--- config.mk ---
export PLATFORM = sky130hd
export DESIGN_NAME = ddrpi_top
export DESIGN_NICKNAME = d
export VERILOG_FILES = /design/src/logic/ddrpi_sync2.v /design/src/logic/ddrpi_top.v
export VERILOG_INCLUDE_DIRS = /design/src /design/src/shared
export SDC_FILE = /design/constraint.sdc
export NUM_CORES = 1
export LEC_CHECK = 0
export ABC_AREA = 1
export BUFFER_PORTS_ARGS = -buffer_cell sky130_fd_sc_hd__buf_4
export CAP_MARGIN = 20
export CORE_MARGIN = 4
export CORE_UTILIZATION = 30
export DETAILED_ROUTE_END_ITERATION = 16
export PLACE_DENSITY_LB_ADDON = 0.05
export SETUP_SLACK_MARGIN = 0.3
export SLEW_MARGIN = 20
export SYNTH_ARGS = -nofsm -noshare
export SYNTH_HDL_FRONTEND = slang
export SYNTH_SLANG_ARGS = --single-unit
export TNS_END_PERCENT = 50
--- constraint.sdc ---
create_clock -name CORE_CLK -period 2.55 [get_ports CORE_CLK]
set_input_delay 0.3825 -clock CORE_CLK [delete_from_list [all_inputs] [get_ports CORE_CLK]]
set_output_delay 0.3825 -clock CORE_CLK [all_outputs]
set_load 0.05 [all_outputs]
--- src/shared/ddrpi_map.vh ---
// Constants for the DDR SDRAM pin interface: command codes, pin encodings,
// reset values and memory-clock timing.
// Assumes inclusion by bare name from the design files.
`ifndef DDRPI_MAP_VH
`define DDRPI_MAP_VH

// Core clock period in ns
`define DDRPI_CORE_PERIOD_NS 4
// Core cycles per quarter of a memory clock period
`define DDRPI_QTR_CYCLES 4
// Memory clocks the receive-enable loop stays asserted after a read
`define DDRPI_RD_WIN 3

// User command codes
`define DDRPI_CMD_NOP  3'h0
`define DDRPI_CMD_ACT  3'h1
`define DDRPI_CMD_RD   3'h2
`define DDRPI_CMD_WR   3'h3
`define DDRPI_CMD_PRE  3'h4
`define DDRPI_CMD_REF  3'h5
`define DDRPI_CMD_MRS  3'h6

// Pin encodings {row_strobe_n, column_strobe_n, write_strobe_n}
`define DDRPI_ENC_NOP  3'h7
`define DDRPI_ENC_ACT  3'h3
`define DDRPI_ENC_RD   3'h5
`define DDRPI_ENC_WR   3'h4
`define DDRPI_ENC_PRE  3'h2
`define DDRPI_ENC_REF  3'h1
`define DDRPI_ENC_MRS  3'h0

// Reset values
`define DDRPI_RST_CS_N  2'h3
`define DDRPI_RST_CKE   2'h3
`define DDRPI_RST_MASK  5'h00

`endif

--- src/logic/ddrpi_sync2.v ---
// Two-flop synchroniser for a bus of pin inputs.
// Assumes each bit is an independent level from outside the core clock.
`timescale 1ns/10ps
module ddrpi_sync2 #(
  parameter W = 1
) (
  input  wire         clk,
  input  wire         rst_n,
  input  wire [W-1:0] d,
  output wire [W-1:0] q
);
  reg [W-1:0] meta_reg;
  reg [W-1:0] sync_reg;

  always @(posedge clk or negedge rst_n) begin
    if (!rst_n) begin
      meta_reg <= {W{1'b0}};
      sync_reg <= {W{1'b0}};
    end else begin
      meta_reg <= d;
      sync_reg <= meta_reg;
    end
  end

  assign q = sync_reg;
endmodule // ddrpi_sync2

--- src/logic/ddrpi_top.v ---
// DDR SDRAM pin interface: forwarded clocks, command pins, DDR data path,
// per-bank clock enables with self-refresh and the receive-enable loop.
// Assumes user side on CORE_CLK; memory pins asynchronous to it.
`timescale 1ns/10ps
`include "ddrpi_map.vh"
module ddrpi_top #(
  parameter QTR    = `DDRPI_QTR_CYCLES,
  parameter CW     = 8,
  parameter RD_WIN = `DDRPI_RD_WIN
) (
  input  wire        CORE_CLK,
  input  wire        NRST,
  input  wire        CMD_VALID,
  output wire        CMD_READY,
  input  wire [2:0]  CMD_CODE,
  input  wire        CMD_CS,
  input  wire [1:0]  CMD_IBANK,
  input  wire [13:0] CMD_ADDR,
  input  wire [31:0] WR_DATA0,
  input  wire [31:0] WR_DATA1,
  input  wire [7:0]  WR_CHECK0,
  input  wire [7:0]  WR_CHECK1,
  input  wire        ECC_ENABLE,
  input  wire [1:0]  SREF_REQ,
  output wire [31:0] RD_DATA0,
  output wire [31:0] RD_DATA1,
  output wire [7:0]  RD_CHECK0,
  output wire [7:0]  RD_CHECK1,
  output wire        RD_VALID,
  output wire [2:0]  MEM_CLK_TRUE,
  output wire [2:0]  MEM_CLK_COMP,
  output wire [1:0]  BANK_SELECT_N,
  output wire        ROW_STROBE_N,
  output wire        COLUMN_STROBE_N,
  output wire        WRITE_STROBE_N,
  output wire [1:0]  INTERNAL_BANK_SEL,
  output wire [13:0] MEM_ADDR,
  output wire [4:0]  BYTE_MASK,
  input  wire [31:0] MEM_DATA_I,
  output wire [31:0] MEM_DATA_O,
  output wire        MEM_DATA_OE,
  input  wire [7:0]  CHECK_BYTE_I,
  output wire [7:0]  CHECK_BYTE_O,
  output wire        CHECK_BYTE_OE,
  input  wire [4:0]  DATA_STROBE_I,
  output wire [4:0]  DATA_STROBE_O,
  output wire        DATA_STROBE_OE,
  output wire [1:0]  BANK_CLK_ENABLE,
  output wire        RX_ENABLE_LOOP_OUT_N,
  input  wire        RX_ENABLE_LOOP_IN_N
);
  localparam [1:0] ST_IDLE  = 2'h0;
  localparam [1:0] ST_CMD   = 2'h1;
  localparam [1:0] ST_WDATA = 2'h2;
  localparam [1:0] ST_RWAIT = 2'h3;
  localparam [CW-1:0] P_Q1   = QTR - 1;
  localparam [CW-1:0] P_FALL = 2 * QTR - 1;
  localparam [CW-1:0] P_Q3   = 3 * QTR - 1;
  localparam [CW-1:0] P_LAST = 4 * QTR - 1;
  localparam [3:0]    P_WIN  = RD_WIN - 1;
  reg [CW-1:0] cnt_reg;
  reg          clk_t_reg;
  reg          clk_c_reg;
  reg [1:0]    state_reg;
  reg [1:0]    cs_n_reg;
  reg [2:0]    enc_reg;
  reg [1:0]    ba_reg;
  reg [13:0]   addr_reg;
  reg [4:0]    mask_reg;
  reg [1:0]    cke_reg;
  reg [31:0]   dq_o_reg;
  reg          dq_oe_reg;
  reg [7:0]    cb_o_reg;
  reg [4:0]    dqs_o_reg;
  reg          rxo_n_reg;
  reg [3:0]    win_reg;
  reg          rd_pend_reg;
  reg          rd_valid_reg;
  reg [2:0]    code_reg;
  reg          ecc_w_reg;
  reg [31:0]   wd0_reg;
  reg [31:0]   wd1_reg;
  reg [7:0]    wc0_reg;
  reg [7:0]    wc1_reg;
  reg          rx_d_reg;
  reg [4:0]    dqs_d_reg;
  reg [7:0]    cap0_reg [0:4];
  reg [7:0]    cap1_reg [0:4];
  reg [2:0]    enc_next;
  wire [45:0] pin_s;
  wire [31:0] dq_s   = pin_s[31:0];
  wire [7:0]  cb_s   = pin_s[39:32];
  wire [4:0]  dqs_s  = pin_s[44:40];
  wire        rx_s_n = ~pin_s[45]; // Loop bit inverted so flop reset reads idle
  wire at_fall   = (cnt_reg == P_FALL);
  wire exit_any  = |(~SREF_REQ & ~cke_reg);
  wire enter_any = |(SREF_REQ & cke_reg);
  wire rx_rise   = rx_s_n & ~rx_d_reg;
  wire [1:0] cs_sel_n = CMD_CS ? 2'h1 : 2'h2;
  // Commands only to an awake bank, on a falling memory clock
  assign CMD_READY = (state_reg == ST_IDLE) & at_fall & ~exit_any & ~enter_any & cke_reg[CMD_CS];
  wire take = CMD_VALID & CMD_READY;
  always @* begin
    case (CMD_CODE)
      `DDRPI_CMD_ACT: enc_next = `DDRPI_ENC_ACT;
      `DDRPI_CMD_RD:  enc_next = `DDRPI_ENC_RD;
      `DDRPI_CMD_WR:  enc_next = `DDRPI_ENC_WR;
      `DDRPI_CMD_PRE: enc_next = `DDRPI_ENC_PRE;
      `DDRPI_CMD_REF: enc_next = `DDRPI_ENC_REF;
      `DDRPI_CMD_MRS: enc_next = `DDRPI_ENC_MRS;
      default:        enc_next = `DDRPI_ENC_NOP;
    endcase
  end
  ddrpi_sync2 #(
    .W (46)
  ) u_sync (
    .clk   (CORE_CLK),
    .rst_n (NRST),
    .d     ({~RX_ENABLE_LOOP_IN_N, DATA_STROBE_I, CHECK_BYTE_I, MEM_DATA_I}),
    .q     (pin_s)
  );
  always @(posedge CORE_CLK or negedge NRST) begin
    if (!NRST) begin
      cnt_reg      <= {CW{1'b0}};
      clk_t_reg    <= 1'b0;
      clk_c_reg    <= 1'b1;
      state_reg    <= ST_IDLE;
      cs_n_reg     <= `DDRPI_RST_CS_N;
      enc_reg      <= `DDRPI_ENC_NOP;
      ba_reg       <= 2'h0;
      addr_reg     <= 14'h0000;
      mask_reg     <= `DDRPI_RST_MASK;
      cke_reg      <= `DDRPI_RST_CKE;
      dq_o_reg     <= 32'h00000000;
      dq_oe_reg    <= 1'b0;
      cb_o_reg     <= 8'h00;
      dqs_o_reg    <= 5'h00;
      rxo_n_reg    <= 1'b1;
      win_reg      <= 4'h0;
      rd_pend_reg  <= 1'b0;
      rd_valid_reg <= 1'b0;
      code_reg     <= `DDRPI_CMD_NOP;
      ecc_w_reg    <= 1'b0;
      wd0_reg      <= 32'h00000000;
      wd1_reg      <= 32'h00000000;
      wc0_reg      <= 8'h00;
      wc1_reg      <= 8'h00;
      rx_d_reg     <= 1'b1;
      dqs_d_reg    <= 5'h00;
    end else begin
      // Forwarded clock: high for first half of each period
      cnt_reg   <= (cnt_reg == P_LAST) ? {CW{1'b0}} : cnt_reg + 1'b1;
      clk_t_reg <= (cnt_reg == P_LAST) | (cnt_reg < P_FALL);
      clk_c_reg <= ~((cnt_reg == P_LAST) | (cnt_reg < P_FALL));
      rx_d_reg  <= rx_s_n;
      dqs_d_reg <= dqs_s;
      rd_valid_reg <= rx_rise & rd_pend_reg;
      if (rx_rise) begin
        rd_pend_reg <= 1'b0;
      end
      if (state_reg == ST_WDATA) begin
        if (cnt_reg == P_LAST) begin
          dq_o_reg <= wd1_reg;
          cb_o_reg <= wc1_reg;
        end
        if (cnt_reg == P_Q3) begin
          dqs_o_reg <= 5'h1f;
        end
        if (cnt_reg == P_Q1) begin
          dqs_o_reg <= 5'h00;
        end
      end
      if (at_fall) begin
        cs_n_reg <= 2'h3;
        enc_reg  <= `DDRPI_ENC_NOP;
        case (state_reg)
          ST_IDLE: begin
            if (exit_any) begin
              cke_reg <= cke_reg | ~SREF_REQ;
            end else if (enter_any) begin
              // Self-refresh entry: refresh with enable dropped
              cs_n_reg <= ~(SREF_REQ & cke_reg);
              enc_reg  <= `DDRPI_ENC_REF;
              cke_reg  <= cke_reg & ~SREF_REQ;
            end else if (take) begin
              cs_n_reg  <= cs_sel_n;
              enc_reg   <= enc_next;
              ba_reg    <= CMD_IBANK;
              addr_reg  <= CMD_ADDR;
              code_reg  <= CMD_CODE;
              ecc_w_reg <= ECC_ENABLE;
              wd0_reg   <= WR_DATA0;
              wd1_reg   <= WR_DATA1;
              wc0_reg   <= WR_CHECK0;
              wc1_reg   <= WR_CHECK1;
              state_reg <= ST_CMD;
              if (CMD_CODE == `DDRPI_CMD_RD) begin
                rd_pend_reg <= 1'b1;
              end
            end
          end
          ST_CMD: begin
            if (code_reg == `DDRPI_CMD_WR) begin
              dq_o_reg  <= wd0_reg;
              cb_o_reg  <= wc0_reg;
              dq_oe_reg <= 1'b1;
              dqs_o_reg <= 5'h00;
              mask_reg  <= {~ecc_w_reg, 4'h0};
              state_reg <= ST_WDATA;
            end else if (code_reg == `DDRPI_CMD_RD) begin
              rxo_n_reg <= 1'b0;
              win_reg   <= P_WIN;
              state_reg <= ST_RWAIT;
            end else begin
              state_reg <= ST_IDLE;
            end
          end
          ST_WDATA: begin
            dq_oe_reg <= 1'b0;
            state_reg <= ST_IDLE;
          end
          ST_RWAIT: begin
            if (win_reg == 4'h0) begin
              rxo_n_reg <= 1'b1;
              state_reg <= ST_IDLE;
            end else begin
              win_reg <= win_reg - 1'b1;
            end
          end
          default: begin
            state_reg <= ST_IDLE;
          end
        endcase
      end
    end
  end
  // Per-lane capture on both strobe edges while receivers enabled
  genvar gl;
  generate
    for (gl = 0; gl < 5; gl = gl + 1) begin : g_lane
      wire [7:0] lane_s = (gl == 4) ? cb_s : dq_s[8*(gl%4)+7:8*(gl%4)];
      always @(posedge CORE_CLK or negedge NRST) begin
        if (!NRST) begin
          cap0_reg[gl] <= 8'h00;
          cap1_reg[gl] <= 8'h00;
        end else if (!rx_s_n) begin
          if (dqs_s[gl] & ~dqs_d_reg[gl]) begin
            cap0_reg[gl] <= lane_s;
          end
          if (~dqs_s[gl] & dqs_d_reg[gl]) begin
            cap1_reg[gl] <= lane_s;
          end
        end
      end
    end
  endgenerate
  assign RD_DATA0          = {cap0_reg[3], cap0_reg[2], cap0_reg[1], cap0_reg[0]};
  assign RD_DATA1          = {cap1_reg[3], cap1_reg[2], cap1_reg[1], cap1_reg[0]};
  assign RD_CHECK0         = cap0_reg[4];
  assign RD_CHECK1         = cap1_reg[4];
  assign RD_VALID          = rd_valid_reg;
  assign MEM_CLK_TRUE      = {3{clk_t_reg}};
  assign MEM_CLK_COMP      = {3{clk_c_reg}};
  assign BANK_SELECT_N     = cs_n_reg;
  assign ROW_STROBE_N      = enc_reg[2];
  assign COLUMN_STROBE_N   = enc_reg[1];
  assign WRITE_STROBE_N    = enc_reg[0];
  assign INTERNAL_BANK_SEL = ba_reg;
  assign MEM_ADDR          = addr_reg;
  assign BYTE_MASK         = mask_reg;
  assign MEM_DATA_O        = dq_o_reg;
  assign MEM_DATA_OE       = dq_oe_reg;
  assign CHECK_BYTE_O      = cb_o_reg;
  assign CHECK_BYTE_OE     = dq_oe_reg & ecc_w_reg;
  assign DATA_STROBE_O     = dqs_o_reg;
  assign DATA_STROBE_OE    = dq_oe_reg;
  assign BANK_CLK_ENABLE   = cke_reg;
  assign RX_ENABLE_LOOP_OUT_N = rxo_n_reg;
endmodule // ddrpi_top

; ---- After elaboration in Yosys (flattened, before gate mapping)
; Index checks and enable logic that the tools add are counted.
; Widths: inputs -> output; s select.
[totals]
in_bits = 152
regBits = 351
output_inout_bits = 165
word_cells = 187
[classes]
bitwise_logic = 43
n_eq_ne = 23
n_reduce_logical = 24
add_sub_neg = 2
n_mux = 55
order_cmp = 2
[ops]
columns = op, count
row1 = $mux 32, 5
row2 = $mux 8, 6
row3 = $mux 5, 6
row4 = $mux 2, 13
row5 = $reduce_and 2->1, 10
row6 = $reduce_and 5->1, 4
row7 = $and 1x1->1, 18
row8 = $pmux 3 s6, 1
row9 = $not 1->1, 17
row10 = $eq 8x4->1 const B, 2
row11 = $ne 2x2->1 const B, 8
row12 = $mux 1, 13
row13 = $eq 3x2->1 const B, 4
row14 = $mux 3, 4
row15 = $mux 4, 3
row16 = $eq 3x3->1 const B, 3
row17 = $reduce_and 3->1, 3
row18 = $add 8x1->8 const B, 1
row19 = $eq 8x2->1 const B, 1
row20 = $eq 8x3->1 const B, 1
row21 = $lt 8x3->1 const B, 1
row22 = $pmux 2 s4, 1
row23 = $pmux 4 s2, 1
row24 = $and 2x2->2, 3
row25 = other kinds (13), 20

; ---- Longest topological paths before layout
[depth]
depth_word = 13
ltp_mapped = 10
depth_no_buf = 10

; ---- Cells and area by module
; A second synthesis with hierarchy kept.
[unflattened]
hier_cells = 1274
area_unflattened_um2 = 12946.2
[modules_own_cells]
columns = module, seq_area_each_um2, area_each_um2, instances, cells_per_inst
row1 = ddrpi_top, 6493.7, 10644.0, 1, 1182
row2 = ddrpi_sync2, 2302.2, 2302.2, 1, 92

; ---- Worst setup path before layout
; No wires, ideal clock.
[synth_timing]
path_type = reg2out
from = reg cke_reg[1], in the netlist BANK_CLK_ENABLE[1]
to = out CMD_READY
path_slack_ps = 614
n_path_buf = 1
stages_incl_launch_ff = 6
required_ps = 2168
arrival_time_ps = 1554
path_cell_list = dfstp_2 nor2_1 nor2_1 nand3_1 nor2_4 buf_2
[synth_between]
elab_chain_len = 7
elab_cells_between_ends = 12
classes_between = mux (2) / bitwise (8) / reduce/logical (2)
[synth_rtl]
columns = item, line
row1 = "start, declared", ddrpi_top.v:70  ; reg [1:0] cke_reg;
row2 = "start signal, assigned", ddrpi_top.v:133  ; cke_reg <= `DDRPI_RST_CKE;
row3 = "start signal, assigned", ddrpi_top.v:179  ; cke_reg <= cke_reg | ~SREF_REQ;
row4 = "start signal, assigned", ddrpi_top.v:184  ; cke_reg <= cke_reg & ~SREF_REQ;
row5 = $not 2->2, ddrpi_top.v:96  ; wire exit_any = |(~SREF_REQ & ~cke_reg);
row6 = $and 2x2->2, ddrpi_top.v:96
row7 = $reduce_or 2->1, ddrpi_top.v:96
row8 = $not 1->1 (no source line), -
row9 = $and 1x1->1 (2 in series), ddrpi_top.v:101  ; assign CMD_READY = (state_reg == ST_IDLE) & at_fall & ~exit_any & ~enter_any & cke_reg[CMD_CS];
row10 = $and 1x1->1 (*), ddrpi_top.v:101
row11 = "end, declared", ddrpi_top.v:14  ; output wire CMD_READY,
; Mark *: on every way between the ends. The rest lies on a longest branch, timed or not. The select of a mux whose other input is x is not followed.

; ---- Worst setup path in the final report
[layout_timing]
from = reg cke_reg[0], in the netlist BANK_CLK_ENABLE[0]
to = out CMD_READY
; The elaborated chain is that of the path after synthesis.

==> metrics.log <==
[metrics] setup slack of the critical path after layout: 424 ps
[metrics] pin count of the biggest net entering global routing: between 100 and 150
[metrics] core occupancy in the finished layout: between 40% and 50%
[metrics] pre-CTS WS: between 400 and 500 ps
[metrics] required time reported for the critical path endpoint: ~2200 ps
[metrics] worst ir drop on vdd: roughly 0.00033 V
[metrics] horizontal extent of the die: approximately 220 um
[metrics] Post-Route Setup TNS: 0 ps
[metrics] static power due to leakage: between 9 and 10 nW
[metrics] ratio of routed vias to standard cells: about 4.5
[metrics] Worst Reg-to-Reg Cells: 9
[metrics] outcome: finished clean
[metrics] total wirelength of the detailed-routed design: 36500 um
[metrics] highest-count cells in the layout ignoring fill and taps: nand2_1, dfrtp_1, buf_4
[metrics] CP endpoint kind: output pin
[metrics] DR DRC count: 0
[metrics] cell types with the largest area share after synthesis: dfrtp_1, nand2_1, nand3_1, o21ai_0, nor2_1
[metrics] Post-Syn Instances: ~1.3k
[metrics] HPWL after DPL: between 20000 and 25000 um
[metrics] number of flip-flops and latches in the synthesized netlist: between 300 and 400
[metrics] Max Transition Viols Final: 0
[metrics] fraction of post-synthesis cell area in the top cell type by area: about two thirds
[metrics] routed wirelength normalized by instance count: around 17 um
[metrics] NumNets Final: ~1.8k
[metrics] Iteration-0 DRC Markers: 520
[metrics] Hold Path Depth: 2
[metrics] n_diodes: 0
[metrics] signed area change from the synthesized netlist to the final layout: 36.5%
[metrics] Yosys warnings: 0
[metrics] most common library cell in the layout ignoring fill and taps: nand2_1
[metrics] source-to-sink clock delay at the later pin of the worst-skew pair: 530 ps
[metrics] count of unique library cells instantiated by Yosys: 26
[metrics] Fmax: approximately 470 MHz
[metrics] RSZ-0062 raised after global routing: false
[metrics] initial core utilization: about 31%
[metrics] portion of the post-synthesis area used by sequential elements: between 60% and 70%
[metrics] library cell occupying the most area in the post-synthesis netlist: dfrtp_1
[metrics] Overflow after GRT: 0
[metrics] DRT Pass-1 Iters: 5
[metrics] share of final-layout standard cells stronger than drive strength 1: between 20% and 30%
[metrics] IO buf count: about 310
[metrics] Worst Tran Pin Value: approximately 670 ps
[metrics] core area: approximately 0.042 mm^2
[metrics] cell row count: 75
[metrics] die extent in y: between 200 and 250 um
[metrics] number of buffers created by CTS: 39
[metrics] Min-Delay Path Class: in -> reg
[metrics] filler instances: approximately 4.2k
[metrics] portion of the clock cycle consumed by the worst path in the final layout: a little over four fifths
[metrics] Post-synth EDFFs: 0
[metrics] Setup Skew: 7.72 ps
[metrics] number of routed nets with antenna violations: 0
[metrics] clock root cell: clkbuf_16
[metrics] synthesized cell area: 0.0129 mm^2
[metrics] clock slew seen by the registers of the worst setup and hold paths: around 60 ps
[metrics] TritonCTS clock tree: done
[metrics] area used by multi-input combinational logic: 0.00345 mm^2
[metrics] fraction of registers with async set or reset after synthesis: 100%
[metrics] total routing usage reported by global routing: 15.8%
[metrics] critical path data arrival time: between 1500 and 2000 ps
[metrics] critical path type: reg -> out
[metrics] final number of setup-violating endpoints: 0
[metrics] via count of the first global-routing pass: 10.3k
[metrics] max-cap check violation count: 0
[metrics] hold violation total from the final report: 0
[metrics] via count: 9873
[metrics] Mapped Avg Cell Area: between 10 and 15 um^2
[metrics] routability congestion estimate: 0.772
[metrics] power per standard cell area: 768 mW/mm^2
[metrics] io pins: 317
[metrics] TritonCTS Sinks: 351
[metrics] maximum count of clock buffers along a single path: 3
[metrics] wire length of the first global-routing pass: around 59000 um
[metrics] minimum clock period after layout: roughly 2100 ps
[metrics] top fanout value on the critical path: 6
[metrics] overall die area: between 0.04 and 0.05 mm^2
[metrics] area taken by flip-flops and latches: between 0.008 and 0.009 mm^2
[metrics] leading register cell type out of synthesis: dfrtp_1
[metrics] relative slew slack: between 50% and 60%
[metrics] initial antenna violation count: 1
[metrics] Startpoint Class: register
[metrics] H-tree depth: 2
[cells in the mapped netlist (2+ instances only)]
cell      number
o21ai_1        2
nor3_1         3
ha_1           2
nor2_1        74
xor2_1         4
o22ai_1        2
nand3_1      153
nor2_2         3
inv_2          3
a31oi_1       42
buf_4         25
a21oi_1       15
dfrtp_1      341
clkbuf_1      35
nand2_1      368
buf_2         18
inv_1         70
o21ai_0       94
dfstp_2       10
xnor2_1        2
[cells by family after synthesis]
logic type,share of synthesized area [%]
flip-flops,68.2
other,0.0291
AND/OR/NAND/NOR,19.3
XOR/XNOR,0.408
adder cells (fa/ha/maj),0.194
AO/OA/AOI/OAI,6.50
buffers and inverters,5.30
[critical path, stage by stage (launching register included)]
cell     delay (ps)
dfstp_2         570
nor2_1           70
nor2_1          170
nand3_2         100
nor2_4          130
buf_8           160
[stage by stage]
step	hold WS [ps]	area (um^2)	power, mW	instances
after floorplan	86.9	12900	7.35	1275
after global placement	332	15800	8.20	2071
after detailed placement	335	15800	8.22	2071
after CTS	17.9	17600	13.8	2190
after global routing	51.9	17600	14.1	2194
final	60.4	17600	13.5	2194
[power breakdown]
| part | total (mW) | switching, mW | leakage [nW] | internal (mW) |
|---|---|---|---|---|
| clock network | 5.35 | 2.16 | 0.596 | 3.19 |
| registers | 6.16 | 0.201 | 4.49 | 5.96 |
| logic | 2.00 | 1.36 | 4.05 | 0.643 |
| total | 13.5 | 3.72 | 9.14 | 9.79 |
[final cells by class]
type	count	share of cell area (%)
sequential	351	50.0
multi-input combinational	773	19.6
inverter	73	1.56
tap	539	3.83
clock buffer	62	6.55
timing repair buffer	390	18.1
clock inverter	6	0.334
[worst paths after layout]
check,end,from,slack (ps)
worst max-delay path,CMD_READY,BANK_CLK_ENABLE[0],420
worst min-delay path,BANK_CLK_ENABLE[1],SREF_REQ[1],60
worst max register to register,wd0_reg[18],BANK_CLK_ENABLE[0],510
worst min register to register,u_sync.q[32],u_sync.meta_reg[32],340
max in group asynchronous,RX_ENABLE_LOOP_OUT_N,NRST,1390
min in group asynchronous,u_sync.q[1],NRST,390
[timing repair]
item | in CTS | in global routing
setup buffers | 4 | 4
hold buffers | 47 | 0
endpoints found under the hold margin | 97 | 0
pin swaps | 3 | 3
gates resized for setup | 3 | 2
setup endpoints to repair | 1 | 16
[layer usage]
metal  wire length (um)  vias to the layer above  part of all wire, %  global-route usage (%)
li1                   -                     4805                    -                       -
met1              17000                     4784                   47                    22.1
met2              16900                      239                   46                    25.1
met3               1890                       43                  5.2                    3.29
met4                697                        2                  1.9                    4.62
met5                  7                        -                0.019                       0
(Power assumes the default switching activity.)
